<file path="src/core/spbf_consts.vh">
// Constants for the byte-framed serial slave
`ifndef SPBF_CONSTS_VH
`define SPBF_CONSTS_VH
`define SPBF_BYTE_BITS     8
`define SPBF_CNT_W         3
`define SPBF_CNT_ZERO      3'h0
`define SPBF_CNT_LAST      3'h7
`define SPBF_CNT_ONE       3'h1
`define SPBF_BYTE_ZERO     8'h00
`define SPBF_SEL_IDLE      1'b1
`define SPBF_ST_IDLE       1'b0
`define SPBF_ST_ACTIVE     1'b1
`define SPBF_HOLD_NS       200
`define SPBF_CLK_NS        8
`endif

</file>
<file path="src/core/spbf_sync.v">
// Two-flop synchroniser for one external level
module spbf_sync #(
  parameter RESET_VAL = 1'b0
) (
  // Clock and reset
  input  wire clk_i,
  input  wire arst_n_i,
  // Level in and out
  input  wire d_i,
  output reg  q_o
);
  reg meta;

  always @(posedge clk_i or negedge arst_n_i)
  begin
    if (!arst_n_i)
    begin
      meta <= RESET_VAL;
      q_o  <= RESET_VAL;
    end
    else
    begin
      meta <= d_i;
      q_o  <= meta;
    end
  end
endmodule // spbf_sync

</file>
<file path="src/core/spbf_slave.v">
// Byte-framed serial slave with daisy-chain shift register
`include "spbf_consts.vh"
module spbf_slave #(
  parameter WIDTH = `SPBF_BYTE_BITS
) (
  // Clock and reset
  input  wire             clk_i,
  input  wire             arst_n_i,
  // Serial pins
  input  wire             sclk_i,
  input  wire             master_chip_select_n_i,
  input  wire             sdi_i,
  output reg              sdo_o,
  output reg              sdo_oe_o,
  // Response side
  input  wire [WIDTH-1:0] resp_data_i,
  // Command side
  output reg  [WIDTH-1:0] cmd_data_o,
  output reg              cmd_valid_o,
  output reg              frame_length_error_flag_o,
  input  wire             err_clear_i
);
  // =====================================================
  // Input synchronisers
  // =====================================================
  localparam [0:0] ST_IDLE   = `SPBF_ST_IDLE;
  localparam [0:0] ST_ACTIVE = `SPBF_ST_ACTIVE;

  wire                   sclk_s;
  wire                   sel_n_s;
  wire                   sdi_s;
  reg                    sclk_d;
  reg                    sel_n_d;
  reg                    state;
  reg                    next_state;
  reg  [`SPBF_CNT_W-1:0] bit_cnt;
  reg  [`SPBF_CNT_W-1:0] next_bit_cnt;
  reg                    byte_seen;
  reg                    next_byte_seen;
  reg  [WIDTH-1:0]       shreg;
  reg  [WIDTH-1:0]       next_shreg;

  spbf_sync #(.RESET_VAL(1'b0)) u_sclk (
    .clk_i    (clk_i),
    .arst_n_i (arst_n_i),
    .d_i      (sclk_i),
    .q_o      (sclk_s)
  );

  spbf_sync #(.RESET_VAL(`SPBF_SEL_IDLE)) u_sel (
    .clk_i    (clk_i),
    .arst_n_i (arst_n_i),
    .d_i      (master_chip_select_n_i),
    .q_o      (sel_n_s)
  );

  spbf_sync #(.RESET_VAL(1'b0)) u_sdi (
    .clk_i    (clk_i),
    .arst_n_i (arst_n_i),
    .d_i      (sdi_i),
    .q_o      (sdi_s)
  );

  // =====================================================
  // Edge detection
  // =====================================================
  wire sclk_fall = sclk_d & ~sclk_s;
  wire sclk_rise = ~sclk_d & sclk_s;
  wire sel_fall  = sel_n_d & ~sel_n_s;
  wire sel_rise  = ~sel_n_d & sel_n_s;
  wire active    = (state == ST_ACTIVE);
  wire whole     = (bit_cnt == `SPBF_CNT_ZERO) & byte_seen;
  wire frame_end = active & sel_rise;
  wire frame_ok  = frame_end & whole;
  wire frame_bad = frame_end & ~whole;

  always @(posedge clk_i or negedge arst_n_i)
  begin
    if (!arst_n_i)
    begin
      sclk_d  <= 1'b0;
      sel_n_d <= `SPBF_SEL_IDLE;
    end
    else
    begin
      sclk_d  <= sclk_s;
      sel_n_d <= sel_n_s;
    end
  end

  // =====================================================
  // Frame state, counter and shift register
  // =====================================================
  always @*
  begin
    next_state     = state;
    next_bit_cnt   = bit_cnt;
    next_byte_seen = byte_seen;
    next_shreg     = shreg;
    case (state)
      ST_IDLE:
      begin
        if (sel_fall)
        begin
          next_state     = ST_ACTIVE;
          next_bit_cnt   = `SPBF_CNT_ZERO;
          next_byte_seen = 1'b0;
          next_shreg     = resp_data_i;
        end
      end
      ST_ACTIVE:
      begin
        if (sel_rise)
          next_state = ST_IDLE;
        else if (sclk_fall)
        begin
          next_shreg   = {shreg[WIDTH-2:0], sdi_s};
          next_bit_cnt = bit_cnt + `SPBF_CNT_ONE;
          if (bit_cnt == `SPBF_CNT_LAST)
            next_byte_seen = 1'b1;
        end
      end
      default:
        next_state = ST_IDLE;
    endcase
  end

  always @(posedge clk_i or negedge arst_n_i)
  begin
    if (!arst_n_i)
    begin
      state     <= ST_IDLE;
      bit_cnt   <= `SPBF_CNT_ZERO;
      byte_seen <= 1'b0;
      shreg     <= `SPBF_BYTE_ZERO;
    end
    else
    begin
      state     <= next_state;
      bit_cnt   <= next_bit_cnt;
      byte_seen <= next_byte_seen;
      shreg     <= next_shreg;
    end
  end

  // =====================================================
  // Serial output
  // =====================================================
  always @(posedge clk_i or negedge arst_n_i)
  begin
    if (!arst_n_i)
    begin
      sdo_o    <= 1'b0;
      sdo_oe_o <= 1'b0;
    end
    else if (!active || sel_rise)
    begin
      sdo_oe_o <= 1'b0;
      if (sel_fall)
      begin
        sdo_oe_o <= 1'b1;
        sdo_o    <= sdi_s;
      end
    end
    else if (sclk_rise)
      sdo_o <= shreg[WIDTH-1];
  end

  // =====================================================
  // Command hand-over
  // =====================================================
  always @(posedge clk_i or negedge arst_n_i)
  begin
    if (!arst_n_i)
    begin
      cmd_data_o  <= `SPBF_BYTE_ZERO;
      cmd_valid_o <= 1'b0;
    end
    else
    begin
      cmd_valid_o <= 1'b0;
      if (frame_ok)
      begin
        cmd_data_o  <= shreg;
        cmd_valid_o <= 1'b1;
      end
    end
  end

  // =====================================================
  // Length error flag
  // =====================================================
  always @(posedge clk_i or negedge arst_n_i)
  begin
    if (!arst_n_i)
      frame_length_error_flag_o <= 1'b0;
    else if (frame_bad)
      frame_length_error_flag_o <= 1'b1;
    else if (err_clear_i)
      frame_length_error_flag_o <= 1'b0;
  end
endmodule // spbf_slave

</file>
<file path="config.mk">
export PLATFORM = sky130hd
export DESIGN_NAME = spbf_slave
export DESIGN_NICKNAME = d
export VERILOG_FILES = /design/src/core/spbf_sync.v /design/src/core/spbf_slave.v
export VERILOG_INCLUDE_DIRS = /design/src /design/src/core
export SDC_FILE = /design/constraint.sdc
export NUM_CORES = 1
export LEC_CHECK = 0
export BUFFER_PORTS_ARGS = -buffer_cell sky130_fd_sc_hd__buf_2
export CAP_MARGIN = 40
export CELL_PAD_IN_SITES_DETAIL_PLACEMENT = 2
export CELL_PAD_IN_SITES_GLOBAL_PLACEMENT = 2
export CORE_ASPECT_RATIO = 0.9
export CORE_MARGIN = 4
export CORE_UTILIZATION = 39
export DETAILED_ROUTE_END_ITERATION = 8
export PLACE_DENSITY = 0.94
export SLEW_MARGIN = 20
export SYNTH_ARGS = -nofsm -noshare
export SYNTH_HDL_FRONTEND = slang
export SYNTH_SLANG_ARGS = --single-unit
</file>
<file path="constraint.sdc">
create_clock -name clk_i -period 2.8 [get_ports clk_i]
set_input_delay 0.14 -clock clk_i [delete_from_list [all_inputs] [get_ports clk_i]]
set_output_delay 0.14 -clock clk_i [all_outputs]
set_load 0.01 [all_outputs]
</file>
# After elaboration in Yosys (flattened, before gate mapping)
# Index checks and enable logic that the tools add are counted.
# classes
reduce_logical	8
n_mux	22
n_eq_ne	6
add_sub_neg	1
n_bitwise	14
# op_table
op	count
$mux W8	3
$pmux W8 S2	1
$mux W1	12
$mux W3	3
$and A1 B1 Y1	8
$ne A2 B2 Y1 const B	3
$not A1 Y1	6
$pmux W3 S2	1
$ne A2 B1 Y1 const B	2
$pmux W1 S2	2
$reduce_and A4 Y1	1
$reduce_bool A2 Y1	2
$add A3 B1 Y3 const B	1
$eq A3 B3 Y1 const B	1
$logic_not A3 Y1	1
$reduce_and A3 Y1	1
$reduce_and A2 Y1	1
$logic_not A1 Y1	1
$logic_or A1 B1 Y1	1
# word_totals
input_bits	14
register_bits	33
out_inout_bits	12
wordCells	68

# Longest topological paths before layout
# depth
depth_word	5
depth_mapped	5
ltp_nobuf	5

# Modules after synthesis
# A second synthesis with hierarchy kept.
# unflattened
cells_unflattened	98
area_unflattened_um2	1336.3
# modules_own_cells
mod	cells_per_inst	instances	seq_area_each_um2	area_per_inst_um2
spbf_slave	92	1	676.9	1183.6
spbf_sync at u_sclk ...	2	2	50.0	50.0
spbf_sync at u_sel	2	1	52.6	52.6

# Worst setup path after synthesis
# Ideal clock, no wire load.
# synth_path
path_type	register to register
startpoint	reg bit_cnt[0]
endpoint	reg cmd_data_o[0]
arrival_time_ns	1.356
n_path_buf	0
required_time_ns	2.675
setup_slack_ns	1.319
stages_incl_launch_ff	6
setup_ns	0.125
period_less_slack_ns	1.481
path_cell_list	dfrtp_1 > inv_1 > ha_1 > nand2_1 > nor3_4 > mux2_2
# synth_between
elab_chain_len	3
# synth_lines
item	line_no	text
start: declaration	spbf_slave.v:36	reg [`SPBF_CNT_W-1:0] bit_cnt;
start signal: assignment	spbf_slave.v:133	bit_cnt <= `SPBF_CNT_ZERO;
start signal: assignment	spbf_slave.v:140	bit_cnt <= next_bit_cnt;
$logic_not A3 Y1 (no source line)	--	
$and A1 B1 Y1	spbf_slave.v:72	wire whole = (bit_cnt == `SPBF_CNT_ZERO) & byte_seen;
$and A1 B1 Y1	spbf_slave.v:74	wire frame_ok = frame_end & whole;
via frame_ok	spbf_slave.v:74	
end signal: assignment	spbf_slave.v:176	cmd_data_o <= `SPBF_BYTE_ZERO;
end signal: assignment	spbf_slave.v:184	cmd_data_o <= shreg;
end: declaration	spbf_slave.v:18	output reg [WIDTH-1:0] cmd_data_o,
# The timed path passes the listed nets, and every way through them passes these cells.
# A chain may end at the register's enable or synchronous reset.

# Final worst setup path
# layout_path
startpoint	reg sel_n_d
endpoint	reg shreg[7]
# layout_between
elab_chain_len	4
# layout_lines
item	line_no	text
start: declaration	spbf_slave.v:33	reg sel_n_d;
start signal: assignment	spbf_slave.v:82	sel_n_d <= `SPBF_SEL_IDLE;
start signal: assignment	spbf_slave.v:87	sel_n_d <= sel_n_s;
$not A1 Y1	spbf_slave.v:70	wire sel_rise = ~sel_n_d & sel_n_s;
$and A1 B1 Y1	spbf_slave.v:70	
$ne A2 B2 Y1 (no source line)	--	
$reduce_and A3 Y1 (no source line) *	--	
end signal: assignment	spbf_slave.v:135	shreg <= `SPBF_BYTE_ZERO;
end signal: assignment	spbf_slave.v:142	shreg <= next_shreg;
end: declaration	spbf_slave.v:40	reg [WIDTH-1:0] shreg;
# Every way passes the cells marked *; elsewhere a longest branch is shown, timed or not.

==> results.cfg <==
[outcome]
status = complete, no violations

[detailed_routing]
ant_nets = 0
first_iter_violations = 40
viasPerCell = 5.166
routed_wl_um = 3400
drt_first_pass_iters = 3
wire_per_inst_um = 19.43
vias = 904
drcViolationCount = 0

[layout]
syn2layout_area_growth_pct = 22.94
largestRegisters = cmd_data_o x8, shreg x8, bit_cnt x3
drive_gt1_share_pct = 42.86
nets = 149
antenna_cells = 0

[worst_setup_path]
r2r_slack_ps = 1020
crit_path_cell_trace = nand2b_1 > nand3_1 > o221a_2
worstSetupPathType = flip-flop to flip-flop
path_max_fanout = 10
slowest_delay_ps = 570
path_buf_inv = 0
cp_slowest_cell = dfstp_2
start_kind = flip-flop
crit_arrival_ps = 1960
crit_path_end_kind = flip-flop
cp.required_ps = 2970
cpLargestDelayFamily = simple AND/OR/NAND/NOR gates

[global_routing]
grt_max_degree = 34
grt_pass1_wl_um = 5809
grt_usage_pct = 17.59
grt-ovfl-total = 0
grt_pass1_vias = 1061
antenna_found_initial = 0

[synthesis]
yosysSeqAreaShare_pct = 62.08
ys_warn_count = 0
synth_cells = 98
syn_avg_cell_area_sq_um = 13.64
synth_nets = 115
netlist_area_sq_um = 1336
synthArstFlopShare_pct = 100.0
synth_ff_type = dfrtp_1
synth_edf_count = 0
synth_seq_cells = 33
synth_cell_types = 27

[sta]
fin_tns_setup_ps = 0
worstMarginPinSlew_ps = 718.4
final.period_utilization_pct = 63.69
period_needed_ps = 1783
setup_violations = 0
hold_viol = 0
rsz0062_at_grt = no
fmax_mhz = 560.8
skew_ps = 2.667
relSlewSlack_pct = 52.10
final_max_slew_viol_count = 0

[pwr]
power_leakage_nw = 0.7779
power_mw = 1.122
ir_drop_mv = 0.4033
power.density_nw_per_um2 = 683.0

[place]
dp_hpwl_um = 2401
port_buffers = 25
gp_congestion = 0.7426

[die]
initial_core_util_pct = 42.26
die_x_um = 69.70
die_h_um = 63.53
io_pins = 26
core_area_sq_um = 3162
rows = 19
die_area_sq_um = 4428

[clocking]
cts_hold_buf = 4
cts_tree = built
post_cts_resized = 0
clock-sinks = 33
clock_path_buffers = 2
numCtsBuffers = 5
htreeDepth = 2
clock-root-buffer = clkbuf_8
postCtsSetupBuffers = 0
clk_pin_slew_ps = 60
clkLatencyLatePin_ps = 290

[run]
cap_violations = 0

[hold_path]
hold_path_class = input pin to flip-flop
stage by stage:
step	cell area, sq um	utilization, %	hold WS (ps)	worst slack, ps	std cells
floorplan	1336	-	-155.6	1319	98
global placement	1501	47.49	225.4	1126	163
detailed placement	1501	47.49	237.6	993.1	163
CTS	1643	51.96	35.71	996.4	175
global route	1643	51.96	44.27	868.2	175
finish	1643	51.96	42.41	1017	175
cell families after synthesis:
kind of cell | Yosys count | synth area share [%]
fa+ha+maj | 3 | 2.809
buf+inv | 6 | 2.059
compound gates | 17 | 10.86
mux | 10 | 8.240
simple gates | 29 | 13.95
flops | 33 | 62.08
worst register-to-register path: stages, from the launching register on:
cell and delay [ps]:
dfstp_2 570, nand2b_1 240, nand3_1 420, o221a_2 450
path summary, 6_finish.rpt:
kind                             start                         to  depth (start not counted)
min in group asynchronous     arst_n_i                 bit_cnt[1]                          2
max in group asynchronous     arst_n_i                     sclk_d                          2
min reg2reg                 u_sel.meta                  u_sel.q_o                          0
max                            sel_n_d                   shreg[7]                          3
max reg2reg                    sel_n_d                   shreg[7]                          3
min                        err_clear_i  frame_length_error_flag_o                          2
per-layer routing:
metal	vias up	wire length [um]	global-route usage, %
li1	423	-	-
met4	0	60	6.459
met5	-	0	0
met3	7	149	6.041
met1	454	1398	20.12
met2	20	1792	30.48
synth_stat cells, types with 3 or more instances:
library cell,number,area [sq um]
nand2b_1,7,43.79
or2b_1,3,22.52
inv_1,4,15.01
dfstp_2,3,78.83
nand2_1,6,22.52
nor2_1,3,11.26
dfrtp_1,30,750.7
o21ai_0,3,15.01
mux2_2,8,90.09
ha_1,3,37.54
o221a_2,8,90.09
cell usage in the layout, fill, tap and decap left out:
cell           netlist  routed
dfrtp_1             30      30
buf_2                1      25
o221a_2              8       8
mux2_2               8       8
nand2b_1             7       7
clkbuf_8             0       7
nand2_1              6       6
inv_1                4       4
dlygate4sd3_1        0       4
o21ai_0              3       3
or2b_1               3       3
nor2_1               3       3
ha_1                 3       3
dfstp_2              3       3
nor2b_1              2       2
or3b_2               2       2
mux2i_1              2       2
a21oi_1              2       2
nand3b_1             1       1
nor3_4               1       1
nor3b_2              1       1
a31o_2               1       1
nand4_1              1       1
nand3_1              1       1
a31oi_1              1       1
nand4b_1             1       1
o32ai_1              1       1
o22ai_1              1       1
clkinv_2             0       1
layout make-up:
class / count / area, sq um
Tap cell: 42 / 52.55
Multi-Input combinational cell: 59 / 479.2
Timing Repair Buffer: 29 / 165.2
Fill cell: 312 / 1519
Clock inverter: 1 / 5.005
Clock buffer: 7 / 96.34
Sequential cell: 33 / 829.5
Inverter: 4 / 15.01
report_power, final:
| group | internal [mW] | total [mW] | switching, mW |
|---|---|---|---|
| combinational | 0.0709 | 0.136 | 0.0656 |
| clock | 0.222 | 0.396 | 0.174 |
| sequential | 0.534 | 0.589 | 0.0557 |
| total | 0.827 | 1.12 | 0.295 |
No activity file was read; power rests on OpenSTA's default activity.
